[src/rtl/mcuex_regs.svh]
`ifndef MCUEX_REGS_SVH
`define MCUEX_REGS_SVH

// ==========================================
// instruction word fields
`define MCUEX_OP_MSB        4'hF
`define MCUEX_OP_LSB        4'hB
`define MCUEX_BIT_MSB       4'hA
`define MCUEX_BIT_LSB       4'h8

// ==========================================
// data memory special locations
`define MCUEX_PORT_ADDR     5'h00
`define MCUEX_PC_LOW_ADDR   5'h02
`define MCUEX_TBLP_ADDR     5'h03
`define MCUEX_TBLH_ADDR     5'h04

// ==========================================
// timing and reset values
`define MCUEX_CLKS_PER_ICYC 3'h4
`define MCUEX_PHASE_LAST    2'h3
`define MCUEX_PC_RESET      11'h000
`define MCUEX_BYTE_RESET    8'h00

`endif

[src/rtl/mcuex_pkg.sv]
`default_nettype none

package mcuex_pkg;

	// ==========================================
	// operation codes, taken from word bits 15..11
	typedef enum logic [4:0] {
		OP_NOP, OP_XFER_A_M, OP_XFER_M_A, OP_XFER_A_X,
		OP_ADD_M, OP_ADD_X, OP_SUB_M, OP_SUB_X,
		OP_INC_M, OP_INC_ACC, OP_DECR_M, OP_DECR_ACC,
		OP_AND_M, OP_OR_M, OP_XOR_M, OP_COMPL_M,
		OP_ROR_M, OP_ROL_M, OP_RORC_M, OP_ROLC_M,
		OP_SKZ_M, OP_SKBZ_M, OP_SET_BIT, OP_CLR_BIT,
		OP_JUMP, OP_CALL, OP_RETURN, OP_INT_RETURN, OP_TABRD
	} mcuex_op_type;

	// ==========================================
	// instruction cycle kind
	typedef enum logic {
		ST_EXEC,
		ST_EXTRA
	} mcuex_state_type;

	// ==========================================
	// visible core state
	typedef struct packed {
		logic [7:0]  acc;
		logic        carry;
		logic        zero;
		logic        gie;
		logic [10:0] pc;
		logic [7:0]  port;
		logic        retire;
	} mcuex_status_type;

	// ==========================================
	// complete core state
	typedef struct packed {
		mcuex_state_type   state;
		logic [1:0]        phase;
		logic [10:0]       fetch_addr;
		logic              tbl_pending;
		logic [4:0]        tbl_dst;
		logic [2:0]        sp;
		logic [7:0][10:0]  stack;
		logic [31:0][7:0]  dmem;
		mcuex_status_type  st;
	} mcuex_core_type;

endpackage : mcuex_pkg

`default_nettype wire

[src/rtl/mcuex_core.sv]
`timescale 1ns/10ps
`include "mcuex_regs.svh"
`default_nettype none

module mcuex_core
	import mcuex_pkg::*;
(
	// clock and reset
	input  wire logic              clock,
	input  wire logic              rst,
	// program memory
	output logic      [10:0]       prog_addr,
	input  wire logic [15:0]       prog_data,
	// core state
	output mcuex_status_type       status
);

	// ==========================================
	// helpers
	// 9-bit add or subtract; bit 8 is carry or borrow
	function automatic logic [8:0] addsub(input logic [7:0] a, input logic [7:0] b, input logic sub);
		if (sub) begin
			addsub = {1'b0, a} - {1'b0, b};
		end else begin
			addsub = {1'b0, a} + {1'b0, b};
		end
	endfunction : addsub

	function automatic logic is_zero(input logic [7:0] v);
		is_zero = (v == `MCUEX_BYTE_RESET);
	endfunction : is_zero

	// ==========================================
	// state
	mcuex_core_type r_q;
	mcuex_core_type r_d;

	mcuex_op_type op;
	logic [4:0]   m;
	logic [2:0]   bsel;
	logic [7:0]   x;
	logic [7:0]   mv;
	logic [7:0]   wv;
	logic         wr;
	logic         extra;
	logic         skip;
	logic [8:0]   res;
	logic [10:0]  pc1;

	// ==========================================
	// next state; work happens only on the last phase, so each cycle spans four clocks
	always_comb begin
		r_d = r_q;
		r_d.st.retire = 1'b0;
		r_d.phase = r_q.phase + 2'h1;
		op = mcuex_op_type'(prog_data[`MCUEX_OP_MSB:`MCUEX_OP_LSB]);
		m = prog_data[4:0];
		bsel = prog_data[`MCUEX_BIT_MSB:`MCUEX_BIT_LSB];
		x = prog_data[7:0];
		// the low pc byte reads back through its memory slot
		mv = (m == `MCUEX_PC_LOW_ADDR) ? r_q.st.pc[7:0] : r_q.dmem[m];
		wv = mv;
		wr = 1'b0;
		extra = 1'b0;
		skip = 1'b0;
		res = 9'h000;
		pc1 = r_q.st.pc + 11'h001;
		if (r_q.phase == `MCUEX_PHASE_LAST) begin
			unique case (r_q.state)
				ST_EXEC: begin
					r_d.st.pc = pc1;
					unique case (op)
						OP_NOP: begin
						end
						OP_XFER_A_M: r_d.st.acc = mv;
						OP_XFER_M_A: begin
							wr = 1'b1;
							wv = r_q.st.acc;
						end
						OP_XFER_A_X: r_d.st.acc = x;
						OP_ADD_M, OP_ADD_X, OP_SUB_M, OP_SUB_X: begin
							res = addsub(r_q.st.acc, (op == OP_ADD_X || op == OP_SUB_X) ? x : mv,
								(op == OP_SUB_M || op == OP_SUB_X));
							r_d.st.acc = res[7:0];
							r_d.st.carry = res[8];
							r_d.st.zero = is_zero(res[7:0]);
						end
						OP_INC_M, OP_INC_ACC, OP_DECR_M, OP_DECR_ACC: begin
							res = addsub(mv, 8'h01, (op == OP_DECR_M || op == OP_DECR_ACC));
							r_d.st.zero = is_zero(res[7:0]);
							if (op == OP_INC_ACC || op == OP_DECR_ACC) begin
								r_d.st.acc = res[7:0];
							end else begin
								wr = 1'b1;
								wv = res[7:0];
							end
						end
						OP_AND_M, OP_OR_M, OP_XOR_M: begin
							res[7:0] = (op == OP_AND_M) ? (r_q.st.acc & mv) :
								(op == OP_OR_M) ? (r_q.st.acc | mv) : (r_q.st.acc ^ mv);
							r_d.st.acc = res[7:0];
							r_d.st.zero = is_zero(res[7:0]);
						end
						OP_COMPL_M: begin
							wr = 1'b1;
							wv = ~mv;
							r_d.st.zero = is_zero(~mv);
						end
						OP_ROR_M: begin
							wr = 1'b1;
							wv = {mv[0], mv[7:1]};
						end
						OP_ROL_M: begin
							wr = 1'b1;
							wv = {mv[6:0], mv[7]};
						end
						OP_RORC_M: begin
							wr = 1'b1;
							wv = {r_q.st.carry, mv[7:1]};
							r_d.st.carry = mv[0];
						end
						OP_ROLC_M: begin
							wr = 1'b1;
							wv = {mv[6:0], r_q.st.carry};
							r_d.st.carry = mv[7];
						end
						OP_SKZ_M: skip = is_zero(mv);
						OP_SKBZ_M: skip = !mv[bsel];
						OP_SET_BIT: begin
							wr = 1'b1;
							wv = mv | (8'h01 << bsel);
						end
						OP_CLR_BIT: begin
							wr = 1'b1;
							wv = mv & ~(8'h01 << bsel);
						end
						OP_JUMP: begin
							r_d.st.pc = prog_data[10:0];
							extra = 1'b1;
						end
						OP_CALL: begin
							r_d.stack[r_q.sp] = pc1;
							r_d.sp = r_q.sp + 3'h1;
							r_d.st.pc = prog_data[10:0];
							extra = 1'b1;
						end
						OP_RETURN, OP_INT_RETURN: begin
							r_d.sp = r_q.sp - 3'h1;
							r_d.st.pc = r_q.stack[r_q.sp - 3'h1];
							r_d.st.gie = (op == OP_INT_RETURN) ? 1'b1 : r_q.st.gie;
							extra = 1'b1;
						end
						OP_TABRD: begin
							r_d.tbl_pending = 1'b1;
							r_d.tbl_dst = m;
							extra = 1'b1;
						end
						default: begin
						end
					endcase
					// skip lands past the next word and costs the extra cycle
					if (skip) begin
						r_d.st.pc = r_q.st.pc + 11'h002;
						extra = 1'b1;
					end
					if (wr) begin
						if (m == `MCUEX_PC_LOW_ADDR) begin
							r_d.st.pc = {pc1[10:8], wv};
							extra = 1'b1;
						end else begin
							r_d.dmem[m] = wv;
						end
					end
					r_d.state = extra ? ST_EXTRA : ST_EXEC;
					r_d.st.retire = !extra;
					// table fetch uses the page of the next instruction
					r_d.fetch_addr = r_d.tbl_pending ?
						{pc1[10:8], r_q.dmem[`MCUEX_TBLP_ADDR]} : r_d.st.pc;
				end
				ST_EXTRA: begin
					// low byte to the named slot unless that is the pc low slot, high byte to the table-high slot
					if (r_q.tbl_pending) begin
						if (r_q.tbl_dst != `MCUEX_PC_LOW_ADDR) begin
							r_d.dmem[r_q.tbl_dst] = prog_data[7:0];
						end
						r_d.dmem[`MCUEX_TBLH_ADDR] = prog_data[15:8];
					end
					r_d.tbl_pending = 1'b0;
					r_d.state = ST_EXEC;
					r_d.st.retire = 1'b1;
					r_d.fetch_addr = r_q.st.pc;
				end
			endcase
		end
		r_d.st.port = r_d.dmem[`MCUEX_PORT_ADDR];
	end

	// ==========================================
	// registers
	always_ff @(posedge clock) begin
		if (rst) begin
			r_q <= '0;
			r_q.state <= ST_EXEC;
			r_q.fetch_addr <= `MCUEX_PC_RESET;
			r_q.st.pc <= `MCUEX_PC_RESET;
		end else begin
			r_q <= r_d;
		end
	end

	// ==========================================
	// outputs straight from flops
	assign prog_addr = r_q.fetch_addr;
	assign status = r_q.st;

endmodule : mcuex_core

`default_nettype wire

[config.mk]
export PLATFORM = sky130hd
export DESIGN_NAME = mcuex_core
export DESIGN_NICKNAME = d
export VERILOG_FILES = /design/src/rtl/mcuex_pkg.sv /design/src/rtl/mcuex_core.sv
export VERILOG_INCLUDE_DIRS = /design/src /design/src/rtl
export SDC_FILE = /design/constraint.sdc
export NUM_CORES = 1
export LEC_CHECK = 0
export BUFFER_PORTS_ARGS = -buffer_cell sky130_fd_sc_hd__buf_2
export CAP_MARGIN = 10
export CORE_ASPECT_RATIO = 1.2
export CORE_MARGIN = 2
export CORE_UTILIZATION = 33
export DETAILED_ROUTE_END_ITERATION = 7
export GPL_ROUTABILITY_DRIVEN = 1
export SYNTH_ARGS = -nofsm -noshare
export SYNTH_HDL_FRONTEND = slang
export SYNTH_SLANG_ARGS = --single-unit
[constraint.sdc]
create_clock -name clock -period 4.7 [get_ports clock]
set_input_delay 0.705 -clock clock [delete_from_list [all_inputs] [get_ports clock]]
set_output_delay 0.705 -clock clock [all_outputs]
set_load 0.01 [all_outputs]
==> out/results.txt <==
Outcome: completed
Max clock buf depth: 3
Area growth from synthesis to layout: 18.5%
CTS clk-pin slew, worst paths: 0.06 ns
Worst hold path type: reg2reg
FF/Latch Area: 7770 um2
Net Sw Frac: 27.0%
Die Ht: 296 um
Initial DRC count: 2131
Final setup vio count: 0
Synthesized area: 23500 um2
CTS Sinks: 388
Layout cells sized above 1: 20.7%
CP arrival: 4.98 ns
Fin. Hold Viols: 0
Total global-route track usage: 25.7%
Unique masters post-synth: 102
Worst skew pair latency: 0.61 ns
Register share of total power: 40.6%
Period minus WS final: 4.48 ns
First-pass GRT wire length: 143000 um
Die width: 247 um
IO Count: 60
WL/cell: 24.5 um
Placed wire-length estimate: 68700 um
CTS root buffer: clkbuf_16
Total CTS buffers: 44
Final GP Congestion: 1.00
Multi-input gate area: 14100 um2
Layout Cells excl Fill: 3930
Unrepaired setup endpoints after global routing: no
Type of origin of the critical path: input port
Worst hold margin: 0.432 ns
Main synth FF type: dfxtp_1
Antenna cell count: 0
I/O Buffers: 59
Leak Pwr: 9.42 nW
Fmax: 0.223 GHz
Number of setup buffers added after CTS: 0
Combinational fraction of design power: 12.1%
TritonCTS clock tree: built
Max-Cap Viols: 0
Max-slew violation count: 0
Crit path capture type: register
Cells after Synth: 2851
Vias: 23427
Power Internal: 5.99 mW
Overflow after GRT: 0
Syn_nets: 2907
Post-synthesis register bit count: 388
Actual slew at the worst max-slew pin: 1.16 ns
Initial Util: 33.2%
# DRC: 0
ANT nets after route: 0
Layout fillers: 7194
Vias in the first global route: 21958
Seq/Total Area, Yosys: 33.1%
Drt total wl: 96200 um
H-tree depth: 2
CORE AREA: 70700 um2
Dpl ws: -0.434 ns
Yosys warnings: 0
Post-synth EDFFs: 0
Full die area: 73300 um2
Worst-case clock skew: 0.0424 ns
Pwr Density: 295 nW/um2
WS Path Type: in2reg
Largest net degree at the start of global routing: 146
Fin util: 39.3%
DRT Pass-1 Iters: 8
Worst Path Max Fanout: 23
Final period util: 95.3%
Final WS setup: 0.223 ns
NetSw: 2.22 mW
Max-slew headroom: 22.5%
Num rows: 107
Setup TNS: 0 ns
Nets: 3024
Avg Inst Size Synth: 8.23 um2
VDD IR max: 342 uV
CP Data Required Time: 5.21 ns
Asr flop ratio synth: 0%
Clock share of power: 47.3%
Avg Vias per Cell: 5.96
Dpl cells: 3848
Initial antenna violation count: 2
flip-flops by register name (all words and copies together), names as in the netlist:
signal     cells
r_q          346
status        31
prog_addr     11
repair_timing:
item / in CTS / in global routing
setup endpoints to repair: 0 / 38
gates resized for setup: 0 / 9
hold buffers: 0 / 0
endpoints found under the hold margin: 0 / 0
layer usage:
| layer | up-vias | global-route usage, % | routed length (um) |
|---|---|---|---|
| li1 | 10811 | - | - |
| met3 | 297 | 3.48 | 6610 |
| met4 | 4 | 13.7 | 5840 |
| met1 | 11253 | 33.1 | 39500 |
| met2 | 1062 | 41.6 | 44200 |
| met5 | - | 0 | 25 |
stage by stage:
| step | cell area, um2 | power [mW] |
|---|---|---|
| 2_1_floorplan | 23500 | 3.94 |
| 3_3_place_gp | 26200 | 4.37 |
| 3_5_place_dp | 26200 | 4.37 |
| 4_1_cts | 27800 | 8.23 |
| 5_1_grt | 27800 | 8.43 |
| 6_report | 27800 | 8.21 |
layout make-up:
type | count | area share, %
Clock buffer | 56 | 4.30
Clock inverter | 26 | 1.48
Inverter | 41 | 0.553
Multi-Input combinational cell | 2117 | 50.7
Sequential cell | 388 | 27.9
Tap cell | 926 | 4.17
Timing Repair Buffer | 376 | 10.8
cells in the mapped netlist, drive strengths merged, types with 5 or more instances:
cell type  count  share of area, %
a211oi       264               9.0
a21o          11              0.35
a21oi        143               3.1
a221oi        22              0.95
a22oi        166               5.8
a311oi         5              0.19
a31oi         13              0.41
a32oi          9              0.34
and2          11              0.30
and3          13              0.35
buf          132               3.8
clkbuf       173               2.8
dfxtp        388                33
ha            36               1.9
inv           41              0.66
mux2           9              0.43
mux2i         95               4.1
mux4          43               4.1
nand2        181               2.9
nand2b        22              0.59
nand3         44              0.94
nand4         12              0.32
nand4bb        5              0.24
nor2         511               8.2
nor2b         20              0.53
nor3          63               1.4
nor3b          9              0.34
nor4          12              0.45
o211ai        26              0.83
o21ai        158               3.4
o21bai         5              0.16
o221ai        46               1.8
o22ai         22              0.59
o2bb2ai        5              0.19
o31ai          7              0.28
or2            5              0.13
or3           10              0.27
or4            5              0.18
xnor2         18              0.75
xor2          20              0.75
cells in the final DEF, fill, tap and decap left out, types with 54 or more instances in the layout:
cell | Yosys | routed
a211oi_1 | 238 | 238
a21oi_1 | 140 | 139
a22oi_1 | 141 | 140
buf_2 | 40 | 54
buf_4 | 54 | 291
dfxtp_1 | 388 | 386
mux2i_1 | 95 | 95
nand2_1 | 181 | 181
nor2_1 | 510 | 505
nor3_1 | 61 | 57
o21ai_0 | 144 | 144
worst max-delay path, cell delays in order:
cell	delay, ns
buf_6	0.27
buf_4	0.24
mux2i_1	0.20
buf_4	0.15
nor2_1	0.05
a2111oi_1	0.48
buf_4	0.20
nand4b_1	0.18
o21ai_1	0.13
buf_4	0.16
inv_1	0.06
ha_1	0.30
a21oi_1	0.17
o21bai_1	0.08
a21oi_1	0.18
o21ai_2	0.08
xnor2_1	0.13
buf_4	0.16
o31ai_4	0.24
buf_12	0.25
buf_12	0.16
a22oi_1	0.08
a211oi_1	0.28
power groups by stage:
| stage | clock [mW] | sequential (mW) | combinational [mW] |
|---|---|---|---|
| 2_1_floorplan | 0 | 3.39 | 0.551 |
| 3_3_place_gp | 0 | 3.40 | 0.967 |
| 3_5_place_dp | 0 | 3.40 | 0.966 |
| 4_1_cts | 3.93 | 3.33 | 0.969 |
| 5_1_grt | 4.06 | 3.33 | 1.04 |
| 6_report | 3.89 | 3.33 | 0.992 |
path summary, 6_finish.rpt:
kind / depth (start not counted) / slack, ns / from / to
setup reg to reg: 14 / 0.35 / r_q[216]$_SDFFE_PP0P_ / status[21]$_SDFFE_PP0P_
setup / recovery: 23 / 0.22 / prog_data[1] / r_q[286]$_SDFFE_PP0P_
hold reg to reg: 1 / 0.43 / r_q[395]$_SDFF_PP0_ / r_q[395]$_SDFF_PP0_
hold / removal: 1 / 0.43 / r_q[395]$_SDFF_PP0_ / r_q[395]$_SDFF_PP0_
cells by family after synthesis:
kind of cell / Yosys count / synth area share [%]
and+or+nand+nor: 944 / 18.0
DFF: 388 / 33.1
muxes: 147 / 8.61
xor gates and xnor gates: 38 / 1.50
AOI/OAI and AO/OA: 950 / 29.5
buffers and inverters: 346 / 7.19
adders and majority gates: 38 / 2.09
(Power assumes the default switching activity.)
